`src/sbo_pkg.sv`:
```
`default_nettype none

// ----------------------------------------------------------------
// Shared types and constants
// ----------------------------------------------------------------
package sbo_pkg;

   localparam int SBO_DW = 8;
   localparam int SBO_AW = 16;
   localparam int SBO_BITW = 3;
   localparam int SBO_REGW = 4;
   localparam int SBO_PTRW = 3;

   localparam logic [SBO_DW-1:0] SBO_BYTE_ZERO = 8'h00;
   localparam logic [SBO_DW-1:0] SBO_BIT_ONE = 8'h01;
   localparam logic [SBO_AW-1:0] SBO_ADDR_ZERO = 16'h0000;
   localparam logic [7:0] SBO_ABS_PAGE_DEF = 8'hff;

   // Operation codes
   typedef enum logic [4:0] {
      op_arith_shift_left = 5'h00,
      op_arith_shift_right = 5'h01,
      op_logic_shift_left = 5'h02,
      op_logic_shift_right = 5'h03,
      op_rotate_left = 5'h04,
      op_rotate_right = 5'h05,
      op_rotate_carry_left = 5'h06,
      op_rotate_carry_right = 5'h07,
      op_bit_force_one = 5'h08,
      op_bit_force_zero = 5'h09,
      op_bit_invert = 5'h0a,
      op_bit_test_zero_flag = 5'h0b,
      op_carry_and_bit = 5'h0c,
      op_carry_and_inv_bit = 5'h0d,
      op_carry_or_bit = 5'h0e,
      op_carry_or_inv_bit = 5'h0f,
      op_carry_xor_bit = 5'h10,
      op_carry_xor_inv_bit = 5'h11,
      op_bit_to_carry = 5'h12,
      op_inv_bit_to_carry = 5'h13,
      op_carry_to_bit = 5'h14,
      op_inv_carry_to_bit = 5'h15
   } sbo_op_t;

   // Operand addressing
   typedef enum logic [1:0] {
      ea_reg_direct = 2'h0,
      ea_reg_indirect = 2'h1,
      ea_absolute = 2'h2
   } sbo_ea_t;

   // FSM states, Gray along idle-fetch-mem_rd-exec-mem_wr
   typedef enum logic [2:0] {
      st_idle = 3'h0,
      st_fetch = 3'h1,
      st_mem_rd = 3'h3,
      st_exec = 3'h2,
      st_mem_wr = 3'h6
   } sbo_st_t;

   // Decoded instruction
   typedef struct packed {
      sbo_op_t op;
      sbo_ea_t ea;
      logic bit_from_reg;
      logic [SBO_BITW-1:0] imm_bit;
      logic [SBO_REGW-1:0] rn;
      logic [SBO_REGW-1:0] rm;
      logic [7:0] abs_addr;
   } sbo_cmd_t;

   // Register file read addresses
   typedef struct packed {
      logic [SBO_REGW-1:0] byte_idx;
      logic [SBO_REGW-1:0] bitno_idx;
      logic [SBO_PTRW-1:0] ptr_idx;
   } sbo_rf_rd_t;

   // Register file read data
   typedef struct packed {
      logic [SBO_DW-1:0] byte_data;
      logic [SBO_DW-1:0] bitno_data;
      logic [SBO_AW-1:0] ptr_data;
   } sbo_rf_data_t;

   // Memory request
   typedef struct packed {
      logic rd;
      logic wr;
      logic [SBO_AW-1:0] addr;
      logic [SBO_DW-1:0] wdata;
   } sbo_mem_req_t;

   // Write-back to registers and condition flags
   typedef struct packed {
      logic done;
      logic reg_we;
      logic [SBO_REGW-1:0] reg_idx;
      logic [SBO_DW-1:0] reg_data;
      logic c_we;
      logic c;
      logic z_we;
      logic z;
   } sbo_wb_t;

   // Datapath answer
   typedef struct packed {
      logic res_we;
      logic [SBO_DW-1:0] res;
      logic c_we;
      logic c;
      logic z_we;
      logic z;
   } sbo_alu_t;

endpackage

`default_nettype wire

```
`src/sbo_alu.sv`:
```
`default_nettype none

// ----------------------------------------------------------------
// Combinational shift and bit datapath
// ----------------------------------------------------------------
module sbo_alu (
   // Operation
   input wire sbo_pkg::sbo_op_t op,
   input wire logic [sbo_pkg::SBO_DW-1:0] operand,
   input wire logic [sbo_pkg::SBO_BITW-1:0] bitno,
   input wire logic carry,
   // Result
   output sbo_pkg::sbo_alu_t out
);
   import sbo_pkg::*;

   logic sel;
   logic [SBO_DW-1:0] mask;

   // Selected bit and its one-hot mask
   assign sel = operand[bitno];
   assign mask = SBO_BIT_ONE << bitno;

   // One operation per command; unused fields stay zero, except res, which passes the operand through
   always_comb begin
      out = '0;
      out.res = operand;
      unique case (op)
         op_arith_shift_left, op_logic_shift_left: begin
            out = '{1'b1, {operand[6:0], 1'b0}, 1'b1, operand[7], 1'b0, 1'b0};
         end
         op_arith_shift_right: begin
            out = '{1'b1, {operand[7], operand[7:1]}, 1'b1, operand[0], 1'b0, 1'b0};
         end
         op_logic_shift_right: begin
            out = '{1'b1, {1'b0, operand[7:1]}, 1'b1, operand[0], 1'b0, 1'b0};
         end
         op_rotate_left: begin
            out = '{1'b1, {operand[6:0], operand[7]}, 1'b1, operand[7], 1'b0, 1'b0};
         end
         op_rotate_right: begin
            out = '{1'b1, {operand[0], operand[7:1]}, 1'b1, operand[0], 1'b0, 1'b0};
         end
         op_rotate_carry_left: begin
            out = '{1'b1, {operand[6:0], carry}, 1'b1, operand[7], 1'b0, 1'b0};
         end
         op_rotate_carry_right: begin
            out = '{1'b1, {carry, operand[7:1]}, 1'b1, operand[0], 1'b0, 1'b0};
         end
         op_bit_force_one: begin
            out.res_we = 1'b1;
            out.res = operand | mask;
         end
         op_bit_force_zero: begin
            out.res_we = 1'b1;
            out.res = operand & ~mask;
         end
         op_bit_invert: begin
            out.res_we = 1'b1;
            out.res = operand ^ mask;
         end
         op_bit_test_zero_flag: begin
            out.z_we = 1'b1;
            out.z = ~sel;
         end
         op_carry_and_bit: {out.c_we, out.c} = {1'b1, carry & sel};
         op_carry_and_inv_bit: {out.c_we, out.c} = {1'b1, carry & ~sel};
         op_carry_or_bit: {out.c_we, out.c} = {1'b1, carry | sel};
         op_carry_or_inv_bit: {out.c_we, out.c} = {1'b1, carry | ~sel};
         op_carry_xor_bit: {out.c_we, out.c} = {1'b1, carry ^ sel};
         op_carry_xor_inv_bit: {out.c_we, out.c} = {1'b1, carry ^ ~sel};
         op_bit_to_carry: {out.c_we, out.c} = {1'b1, sel};
         op_inv_bit_to_carry: {out.c_we, out.c} = {1'b1, ~sel};
         op_carry_to_bit: begin
            out.res_we = 1'b1;
            out.res = carry ? (operand | mask) : (operand & ~mask);
         end
         op_inv_carry_to_bit: begin
            out.res_we = 1'b1;
            out.res = carry ? (operand & ~mask) : (operand | mask);
         end
         default: out.res = operand;
      endcase
   end

endmodule

`default_nettype wire

```
`src/sbo_unit.sv`:
```
`default_nettype none

// What this block does
// - Arithmetic shifts left/right shift a register byte and write it back.
// - Logical shifts left/right shift a register byte and write it back.
// - Plain rotates move the eight register bits among themselves, write back.
// - Rotate-through-carry uses a nine-bit path; register and carry both update.
// - Force-one sets the chosen bit, other seven bits kept.
// - Force-zero clears the chosen bit, other bits kept.
// - Invert complements the chosen bit, other bits kept.
// - Test loads zero flag with the inverse of the chosen bit; operand untouched.
// - Set/clear/invert/test take bit number from immediate or register low bits.
// - Carry becomes carry AND chosen bit.
// - Carry becomes carry AND inverted chosen bit.
// - Carry becomes carry OR chosen bit.
// - Carry becomes carry OR inverted chosen bit.
// - Carry becomes carry XOR chosen bit.
// - Carry becomes carry XOR inverted chosen bit.
// - Load copies chosen bit into carry; operand untouched.
// - Inverted load copies inverse of chosen bit into carry.
// - Store writes carry into chosen bit, other bits kept.
// - Inverted store writes inverse carry into chosen bit.
// - Inverted logic and load forms take bit number only from the immediate.
// - Byte operand is a register, memory via register pointer, or 8-bit absolute.

// ----------------------------------------------------------------
// Shift and bit manipulation execution unit
// ----------------------------------------------------------------
module sbo_unit #(
   parameter logic [7:0] ABS_PAGE = sbo_pkg::SBO_ABS_PAGE_DEF
) (
   // Clock and reset
   input wire logic clk,
   input wire logic reset,
   // Command
   input wire logic cmd_valid,
   input wire sbo_pkg::sbo_cmd_t cmd,
   output logic cmd_ready,
   // Condition flags in
   input wire logic carry_in,
   // Register file
   output sbo_pkg::sbo_rf_rd_t rf_rd,
   input wire sbo_pkg::sbo_rf_data_t rf_data,
   // Memory
   output sbo_pkg::sbo_mem_req_t mem_req,
   input wire logic mem_ack,
   input wire logic [sbo_pkg::SBO_DW-1:0] mem_rdata,
   // Write-back
   output sbo_pkg::sbo_wb_t wb
);
   import sbo_pkg::*;

   // ----------------------------------------------------------------
   // State
   // ----------------------------------------------------------------
   typedef struct packed {
      sbo_st_t st;
      logic ready;
      sbo_cmd_t cmd;
      logic [SBO_DW-1:0] operand;
      logic [SBO_BITW-1:0] bitno;
      sbo_alu_t alu;
      sbo_rf_rd_t rf_rd;
      sbo_mem_req_t mem;
      sbo_wb_t wb;
   } sbo_state_t;

   sbo_state_t s_q;
   sbo_state_t s_d;
   sbo_alu_t alu_out;
   logic is_shift;
   logic inv_form;
   logic to_memory;

   // ----------------------------------------------------------------
   // Decode helpers
   // ----------------------------------------------------------------

   // Shifts and rotates only ever act on a register
   assign is_shift = (s_q.cmd.op <= op_rotate_carry_right);

   // Inverted logic and load forms have no register bit number
   assign inv_form = (s_q.cmd.op == op_carry_and_inv_bit) || (s_q.cmd.op == op_carry_or_inv_bit) ||
                     (s_q.cmd.op == op_carry_xor_inv_bit) || (s_q.cmd.op == op_inv_bit_to_carry);

   // Memory operand only for bit ops with a memory mode
   assign to_memory = !is_shift && (s_q.cmd.ea != ea_reg_direct);

   // Datapath works on the latched operand and live carry
   sbo_alu u_alu (
      .op(s_q.cmd.op),
      .operand(s_q.operand),
      .bitno(s_q.bitno),
      .carry(carry_in),
      .out(alu_out)
   );

   // ----------------------------------------------------------------
   // Next state
   // ----------------------------------------------------------------

   // Write-back and done are pulses, cleared each cycle by default
   always_comb begin
      s_d = s_q;
      s_d.wb.done = 1'b0;
      s_d.wb.reg_we = 1'b0;
      s_d.wb.c_we = 1'b0;
      s_d.wb.z_we = 1'b0;
      unique case (s_q.st)
         st_idle: begin
            if (cmd_valid) begin
               s_d.cmd = cmd;
               s_d.ready = 1'b0;
               s_d.rf_rd.byte_idx = cmd.rn;
               s_d.rf_rd.bitno_idx = cmd.rm;
               s_d.rf_rd.ptr_idx = cmd.rn[SBO_PTRW-1:0];
               s_d.st = st_fetch;
            end
         end
         st_fetch: begin
            // Register data answers the addresses set last cycle
            s_d.operand = rf_data.byte_data;
            if (s_q.cmd.bit_from_reg && !inv_form && !is_shift) begin
               s_d.bitno = rf_data.bitno_data[SBO_BITW-1:0];
            end else begin
               s_d.bitno = s_q.cmd.imm_bit;
            end
            if (to_memory) begin
               s_d.mem.rd = 1'b1;
               if (s_q.cmd.ea == ea_reg_indirect) begin
                  s_d.mem.addr = rf_data.ptr_data;
               end else begin
                  s_d.mem.addr = {ABS_PAGE, s_q.cmd.abs_addr};
               end
               s_d.st = st_mem_rd;
            end else begin
               s_d.st = st_exec;
            end
         end
         st_mem_rd: begin
            // Hold the read until memory answers
            if (mem_ack) begin
               s_d.mem.rd = 1'b0;
               s_d.operand = mem_rdata;
               s_d.st = st_exec;
            end
         end
         st_exec: begin
            s_d.alu = alu_out;
            if (to_memory && alu_out.res_we) begin
               // Whole byte goes back; flags follow with the ack
               s_d.mem.wr = 1'b1;
               s_d.mem.wdata = alu_out.res;
               s_d.st = st_mem_wr;
            end else begin
               s_d.wb.done = 1'b1;
               s_d.wb.reg_we = alu_out.res_we && !to_memory;
               s_d.wb.reg_idx = s_q.cmd.rn;
               s_d.wb.reg_data = alu_out.res;
               s_d.wb.c_we = alu_out.c_we;
               s_d.wb.c = alu_out.c;
               s_d.wb.z_we = alu_out.z_we;
               s_d.wb.z = alu_out.z;
               s_d.ready = 1'b1;
               s_d.st = st_idle;
            end
         end
         st_mem_wr: begin
            if (mem_ack) begin
               s_d.mem.wr = 1'b0;
               s_d.wb.done = 1'b1;
               s_d.wb.c_we = s_q.alu.c_we;
               s_d.wb.c = s_q.alu.c;
               s_d.wb.z_we = s_q.alu.z_we;
               s_d.wb.z = s_q.alu.z;
               s_d.ready = 1'b1;
               s_d.st = st_idle;
            end
         end
         default: begin
            s_d.st = st_idle;
            s_d.ready = 1'b1;
         end
      endcase
   end

   // Single state register; ready comes up with reset
   always_ff @(posedge clk) begin
      if (reset) begin
         s_q <= '0;
         s_q.st <= st_idle;
         s_q.ready <= 1'b1;
      end else begin
         s_q <= s_d;
      end
   end

   // Outputs are straight state fields
   assign cmd_ready = s_q.ready;
   assign rf_rd = s_q.rf_rd;
   assign mem_req = s_q.mem;
   assign wb = s_q.wb;

   logic exec_reg;
   assign exec_reg = (s_q.st == st_exec) && !to_memory;
endmodule

`default_nettype wire

```
`config.mk`:
```
export PLATFORM = sky130hd
export DESIGN_NAME = sbo_unit
export DESIGN_NICKNAME = d
export VERILOG_FILES = /design/src/sbo_pkg.sv /design/src/sbo_alu.sv /design/src/sbo_unit.sv
export SDC_FILE = /design/constraint.sdc
export NUM_CORES = 1
export LEC_CHECK = 0
export CAP_MARGIN = 10
export CORE_MARGIN = 4
export CORE_UTILIZATION = 30
export DETAILED_ROUTE_END_ITERATION = 10
export DONT_BUFFER_PORTS = 1
export PLACE_DENSITY_LB_ADDON = 0.15
export SETUP_SLACK_MARGIN = 0.3
export SLEW_MARGIN = 20
export SYNTH_ARGS = -nofsm -noshare
export SYNTH_HDL_FRONTEND = slang
export SYNTH_SLANG_ARGS = --single-unit
```
`constraint.sdc`:
```
create_clock -name clk -period 2.7 [get_ports clk]
set_clock_uncertainty 0.05 [all_clocks]
set_input_delay 0.27 -clock clk [delete_from_list [all_inputs] [get_ports clk]]
set_output_delay 0.27 -clock clk [all_outputs]
set_load 0.005 [all_outputs]
```
Word-level counts from Yosys, hierarchy flattened
Cells that the tools add are included.

operators by class
  $add $sub $neg = 0
  $mul = 0
  div/mod/pow operators = 0
  magnitude comparators = 2
  equality and inequality tests = 32
  shifts and indexed selects = 1
  muxes and demuxes = 30
  bitwise logic cells = 14
  reductions and logical operators = 32

operators by type and width
  operator              count
  $pmux W8 S12          1
  $eq A5 B4 Y1 const B  8
  $mux W31              1
  $eq A5 B5 Y1 const B  6
  $mux W8               3
  $eq A5 B3 Y1 const B  4
  $pmux W2 S10          1
  $mux W18              1
  $mux W16              1
  $pmux W8 S2           1
  $pmux W3 S5           1
  $reduce_or A13 Y1     1
  $ne A2 B2 Y1 const B  6
  $reduce_and A3 Y1     4
  $eq A5 B2 Y1 const B  2
  $reduce_and A2 Y1     5
  $mux W3               3
  $and A8 B8 Y8         1
  $mux W1               8
  $mux W4               2
  $not A8 Y8            1
  $or A8 B8 Y8          1
  $pmux W4 S2           1
  $reduce_or A4 Y1      2
  other kinds (26)      46

word-level totals
  flip-flop bits (word level) = 93
  bits in latches = 0
  memory bits (writable) = 0
  memory bits (read-only) = 0
  bits of input ports = 72
  output and inout port bits = 56
  logic and storage cells = 139
  memories = 0

Logic depth before layout (Yosys ltp)
Gate-level depths: netlist (run 1).

  depth in word-level cells = 8
  gate-level depth with buffers = 9
  gate-level depth less buffers = 7

Modules after synthesis
From an unflattened synthesis (run 1), not the netlist that was laid out.

unflattened totals
  cells, all modules = 637
  area, all modules = 5146.2 um2

by module, submodules not included
  module    instances  cells an instance  area an instance (um2)  sequential area each (um2)
  sbo_unit  1          467                4036.4                  1801.7
  sbo_alu   1          170                1109.8                  0.0

Worst setup path after synthesis (run 1)
OpenSTA, ideal clock, no wires.

  path type = register -> register
  from = reg s_q[69] (netlist name)
  to = reg s_q, in the netlist mem_req[0]
  setup time = 0.086 ns
  arrival = 2.015 ns
  required time = 2.564 ns
  setup slack = 0.550 ns
  cell stages (with the launch flop) = 10
  buffers on the path = 2
  clock period less this slack = 2.150 ns
  cell sequence = dfxtp_1 > clkbuf_1 > buf_2 > or3_1 > ha_1 > nand2_1 > o22a_1 > o32ai_1 > nor4_1 > a211oi_1

on the way
  word-level cells in the longest chain between the ends = 5
  elaborated cells between the ends (all ways) = 8
  classes of those cells = shift (1); mux (3); bitwise (4)

ends and longest elaborated chain
  what                        line                                         RTL
  start: declaration          sbo_unit.sv:68                               sbo_state_t s_q;
  $shl A1 B3 Y8 (*)           sbo_alu.sv:22                                assign mask = SBO_BIT_ONE << bitno;
  $not A8 Y8                  sbo_alu.sv:56, sbo_alu.sv:76, sbo_alu.sv:80
  $and A8 B8 Y8               sbo_alu.sv:56, sbo_alu.sv:76, sbo_alu.sv:80
  $mux W8 (on tied branches)  sbo_alu.sv:80, sbo_alu.sv:76
  $pmux W8 S12 (*)            sbo_alu.sv:28                                unique case (op)

Every way passes the cells marked *; elsewhere a longest branch is shown, timed or not.
A chain may end at the register's enable or synchronous reset.

Worst setup path after layout (run 1)
  from = reg s_q[104] (netlist name)
  to = reg s_q, in the netlist wb[10]

on the way
  word-level cells in the longest chain between the ends = 6
  elaborated cells between the ends (all ways) = 23
  classes of those cells = order compare (1); eq/ne (12); mux (2); bitwise (1); reduce/logical (7)

ends and longest elaborated chain
  what                                                                    line                           RTL
  $eq A5 B2 Y1, or another cell as far along                              sbo_alu.sv:28
  $reduce_or A13 Y1 (no line) / $logic_not A1 Y1 (equally long branches)  n/a
  $mux W1 / $logic_and A1 B1 Y1 (equally long branches)                   sbo_alu.sv:28, sbo_unit.sv:87
  $logic_and A1 B1 Y1                                                     sbo_unit.sv:150                if (to_memory && alu_out.res_we) begin
  $not A1 Y1 (no line)                                                    n/a
  $reduce_and A2 Y1 (no line)                                             n/a

Parallel ways exist; a longest one is shown, timed or not.

==> results of run 1 <==
## metrics by stage
step / util / setup slack [ns] / instances
2_1_floorplan: - / 0.550 / 620
3_3_place_gp: 0.292 / 0.459 / 759
3_5_place_dp: 0.292 / 0.450 / 759
4_1_cts: 0.325 / 0.441 / 795
5_1_grt: 0.325 / 0.305 / 795
6_report: 0.325 / 0.452 / 795
## Yosys cell counts (2+ instances only)
master,n
a2bb2oi_1,3
o21ai_0,11
nand4b_1,2
a21o_1,3
a2111oi_2,2
buf_4,57
nor2b_1,7
nand2_1,104
and2_1,2
buf_2,17
o221ai_1,3
a211oi_1,30
inv_1,13
nor2_1,68
clkbuf_1,19
nand2b_1,5
or3_1,2
buf_6,3
nand4_1,3
a31oi_1,4
mux2i_1,15
o211ai_1,3
dfxtp_1,90
nor3_4,2
and3_1,2
a32o_1,4
nor3_1,3
nand3b_1,5
and4bb_2,2
o21bai_1,3
a32oi_1,3
nor4bb_1,2
a311oi_1,8
nor3b_1,3
a21oi_1,57
nor4b_1,4
mux2_2,5
nand3_1,8
o2111a_1,3
ha_1,16
buf_1,2
## sequential cells by signal (all words and copies together) (netlist names)
register   cells
rf_rd          8
mem_req       26
cmd_ready      1
wb            18
s_q           37
## kinds of logic (layout without fill, tap and decap cells)
family          count (synthesis)  in the layout
compound gates                147            147
xor+xnor                        1              1
fa+ha+maj                      16             16
buf+inv                       112             67
flops                          90             90
mux                            21             21
simple gates                  233            233
## report_power, final
group	leakage, nW	internal, mW	switching, mW
sequential	0.732	1.38	0.0648
clock	0.163	0.840	0.544
combinational	0.913	0.161	0.232
## layout make-up
cell class,instances,share of cell area
clock inverter,6,0.0163
tap,220,0.0512
multi-input combinational,418,0.476
timing repair buffer,38,0.0680
inverter,13,0.00908
clock buffer,10,0.0445
sequential,90,0.335
## critical path: stages, from the launching register on
cell and delay, ns:
dfxtp_1 0.69, and4bb_2 0.35, nand2_1 0.25, o221ai_1 0.17, nor3_1 0.46, a211oi_1 0.13
## timing repair
action / in CTS / in global routing
hold buffers: 20 / 0
endpoints found under the setup margin: 0 / 1
hold endpoints to repair: 84 / 0
setup buffers: 0 / 0
## routing by layer
layer / track usage / wire length, um / up-vias
met1: 0.168 / 5490 / 1867
li1: - / - / 2015
met2: 0.233 / 6350 / 107
met3: 0.0650 / 1330 / 23
met4: 0.0610 / 416 / 0
met5: 0 / 0 / -
## worst max-delay path by stage
stage	cells past startpoint	endpoint	slack, ns	start
after detailed placement	5	wb[10]$_SDFFE_PP0P_	0.45	s_q[104]$_SDFFE_PP0P_
after global placement	5	mem_req[3]$_SDFFE_PP0P_	0.46	s_q[104]$_SDFFE_PP0P_
after floorplan	9	mem_req[0]$_SDFFE_PP0P_	0.55	s_q[69]$_SDFFE_PP0P_
final	5	wb[10]$_SDFFE_PP0P_	0.45	s_q[104]$_SDFFE_PP0P_
after global routing	7	wb[9]$_SDFFE_PP0P_	0.30	s_q[104]$_SDFFE_PP0P_
after CTS	5	wb[10]$_SDFFE_PP0P_	0.44	s_q[104]$_SDFFE_PP0P_
==> impl_metrics.tcl, run 1 <==
set metrics [dict create \
    status "completed" \
    synth_xor_area_frac 0.00174 \
    synth_ff_type "dfxtp_1" \
    grt_max_degree 85 \
    area_delta_synth_final_pct 6.81 \
    cp_max_fo 17 \
    synth_cells 620 \
    hold_viol 0 \
    final_cell_mix "nand2_1, dfxtp_1, nor2_1, a21oi_1, a211oi_1" \
    tritoncts "done" \
    clk_latency_ns 0.35 \
    dp_hpwl_mm 9.79 \
    ys_top_cells_by_area "dfxtp_1, buf_4, nand2_1" \
    min-delay-start "cmd[0]" \
    nFillCells 1758 \
    fin_crit_sh 0.833 \
    antenna_found_initial 0 \
    yosys.area.top_type_share 0.358 \
    grt_pass1_vias 4034 \
    ant_nets 0 \
    clock_sinks 90 \
    yosys.area_share.simple 0.222 \
    synthDistinctLibCells 63 \
    initial_core_util 0.305 \
    synthAdderAreaFrac 0.0398 \
    overflow 0 \
    max_slew_margin 0.526 \
    synth_nets 708 \
    rsz0062_at_grt "no" \
    synth_top_area_cell "dfxtp_1" \
    cap_violations 0 \
    grt_usage 0.145 \
    numPortBuffers 0 \
    total_power_mw 3.22 \
    row_count 47 \
    diodes 0 \
    setup-violations-final 0 \
    first_iter_violations 236 \
    die_h_um 138 \
    avgRoutedWirePerCell_um 17.1 \
    ys_async_sr_fraction 0 \
    synth_seq_area_share 0.358 \
    first_pass_iters 4 \
    critPathArrivalTime_ns 2.40 \
    multi_input_comb_area_sq_um 2560 \
    routed_wl_mm 13.6 \
    worst_hold_path.endpoint "s_q[79]$_SDFFE_PP0P_" \
    cp.required_ns 2.86 \
    synth-edff-count 0 \
    start_kind "flop" \
    core_area_sq_um 16500 \
    design_area_sq_um 5380 \
    drcViolationCount 0 \
    worstReg2RegStart "s_q[104]$_SDFFE_PP0P_" \
    critPathKind "reg -> reg" \
    yosys_warnings 0 \
    rr_worst_depth 5 \
    worst_slew_pin_slew_ns 0.709 \
    fin_nets 658 \
    r2r_end "wb[10]$_SDFFE_PP0P_" \
    power_leakage_nw 1.81 \
    period_needed_ns 2.25 \
    vias 4012 \
    hp-class "in -> reg" \
    synth_compound_area_frac 0.199 \
    hold_depth 2 \
    power_density_nw_per_um2 600 \
    fin_hold_ws_ns 0.0159 \
    cts_resized 0 \
    layout_commonest_cell "nand2_1" \
    gp_congestion 0.812 \
    cts_inserted_buffers 9 \
    muxShareOfSynthArea 0.0440 \
    viasPerCell 5.05 \
    synth_seq_cells 90 \
    synth_area_sq_um 5030 \
    cts-root-buf "clkbuf_16" \
    endpoint_kind "flop" \
    ctsHtreeMaxLevel 3 \
    finalMaxSlewViolations 0 \
    drive_gt1_frac 0.0974 \
    fmax_mhz 445 \
    seq_area_sq_um 1800 \
    grt_pass1_wl_mm 21.5 \
    cts.clk_slew.worst_paths_ns 0.06 \
    vdd_ir_drop_max_mv 0.311 \
    r2r_slack_ns 0.45 \
    io_pins 128 \
    place_area_sq_um 4830 \
    die_area_sq_um 18900 \
    die_width_um 138 \
    synth_top_family_by_area "simple AND/OR/NAND/NOR gates" \
    clk_path_buf_depth 2 \
    tns_ns 0 \
    avgSynthCellArea_sq_um 8.12 \
]
Note: power is estimated with default switching activity, not from simulation.
==> run 2: changes to the inputs <==
Clock period 2.7 ns to 2.22 ns, I/O delays scaled along.
==> run 2 against run 1 <==
  * The flow now finishes with violations (hold timing)
  * Critical path depth up 3
  * Worst hold slack got worse by 0.12 ns
  * Flip-flop and latch count unchanged
  * Wire length is 2.6% higher
  * Global-route usage is 0.42 points higher
  * First-iteration DRC count down 21%
  * Count of clock-buffer cells in the layout rose by 1
==> impl_metrics.tcl, run 2 (same netlist as run 1, synthesis figures left out) <==
set metrics [dict create \
    cts.clk_slew.worst_paths_ns 0.07 \
    drive_gt1_frac 0.228 \
    clock_sinks 90 \
    nFillCells 1739 \
    gp_congestion 0.813 \
    drcViolationCount 0 \
    dp_hpwl_mm 10.1 \
    cap_violations 0 \
    top_register "s_q" \
    rsz0062_at_grt "yes" \
    cts_inserted_buffers 9 \
    numPortBuffers 0 \
    critPathArrivalTime_ns 2.24 \
    final_cell_mix "nand2_1, dfxtp_1, nor2_1, a21oi_1, buf_4" \
    start_kind "flop" \
    cp_max_fo 5 \
    overflow 0 \
    clk_path_buf_depth 2 \
    antenna_found_initial 0 \
    fin_ws_ns 0.199 \
    ctsHtreeMaxLevel 3 \
    die_area_sq_um 18900 \
    core_area_sq_um 16500 \
    failed_checks "hold timing" \
    grt_pass1_vias 4021 \
    vias 4108 \
    io_pins 128 \
    status "complete, but fails checks" \
    finalMaxSlewViolations 0 \
    avgRoutedWirePerCell_um 17.1 \
    fin_hold_ws_ns -0.108 \
    row_count 47 \
    area_delta_synth_final_pct 13.9 \
    viasPerCell 5.03 \
    routed_wl_mm 13.9 \
    tritoncts "done" \
    clk_latency_ns 0.35 \
    largest_reg_flops 37 \
    diodes 0 \
    tns_ns 0 \
    setup-violations-final 0 \
    period_needed_ns 2.02 \
    endpoint_kind "flop" \
    power_density_nw_per_um2 655 \
    dp_cells 787 \
    critPathKind "reg -> reg" \
    grt_usage 0.150 \
    grt_max_degree 89 \
    dp_slack_ns 0.102 \
    hold_viol 85 \
    post-route-util 0.347 \
    first_pass_iters 4 \
    max_slew_margin 0.588 \
    cts-root-buf "clkbuf_16" \
    fmax_mhz 495 \
    layout_commonest_cell "nand2_1" \
    fin_nets 679 \
    fin_crit_sh 0.910 \
    initial_core_util 0.305 \
    die_h_um 138 \
    worst_slew_pin_slew_ns 0.617 \
    first_iter_violations 186 \
    grt_pass1_wl_mm 21.8 \
    die_width_um 138 \
    ant_nets 0 \
    hp-class "in -> reg" \
    cp.required_ns 2.44 \
    power_leakage_nw 1.97 \
    vdd_ir_drop_max_mv 0.359 \
    final_cell_count_no_fill 816 \
]
==> run 2: cell types whose count changed in the layout (fill, tap and decap cells not counted), sizes merged <==
cell,change
bufinv,-2
dlygate4sd3,-19
clkbuf,+1
buf,+40
clkinv,+1
==> run 2: final cells by class <==
class	count	area, sq um	area share
clock buffers	11	243	0.0424
clock inverters	5	36.3	0.00633
inverters	13	48.8	0.00852
multi-input cells	418	2780	0.484
flip-flops and latches	90	1820	0.318
well taps	220	275	0.0480
repair buffers	59	532	0.0928
==> run 2: per-layer routing <==
metal,track usage,up-vias,wire [um]
met5,0,-,0
met4,0.0543,0,249
met3,0.0559,18,1150
met2,0.236,102,6530
met1,0.186,1932,6020
li1,-,2056,-
==> run 2: metrics by stage <==
stage                     total power, mW  area [sq um]
after detailed placement             2.27          5080
after global placement               2.27          5080
after global routing                 3.95          5730
after floorplan                      2.16          5050
after CTS                            3.78          5440
final                                3.75          5730
==> run 2: repair_timing <==
action	in CTS	in global routing
setup endpoints to repair	25	35
cloned	0	1
buffers inserted	0	12
endpoints found under the hold margin	85	85
gates resized for setup	19	42
pin swaps	0	14
==> run 2: report_power, final <==
part / switching [mW] / internal (mW) / leakage, nW
sequential: 0.0676 / 1.68 / 0.736
combinational: 0.301 / 0.251 / 1.09
clock: 0.659 / 0.796 / 0.140
==> run 2: path summary, 6_finish.rpt <==
check        slack [ns]                 start                       end  depth (start not counted)
max                0.20  s_q[68]$_SDFFE_PP0P_   mem_req[0]$_SDFFE_PP0P_                          8
max reg2reg        0.20  s_q[68]$_SDFFE_PP0P_   mem_req[0]$_SDFFE_PP0P_                          8
min               -0.11                 reset  mem_req[19]$_SDFFE_PP0P_                          1
min reg2reg        0.40  s_q[56]$_SDFFE_PP0N_      s_q[56]$_SDFFE_PP0N_                          2
==> run 2: critical path, cell delays in order, from the launching register on <==
cell,delay (ns)
dfxtp_4,0.36
or3_4,0.39
ha_4,0.27
nand2_1,0.04
o22a_1,0.20
o32ai_2,0.23
nor4_2,0.09
buf_4,0.15
a211oi_2,0.15
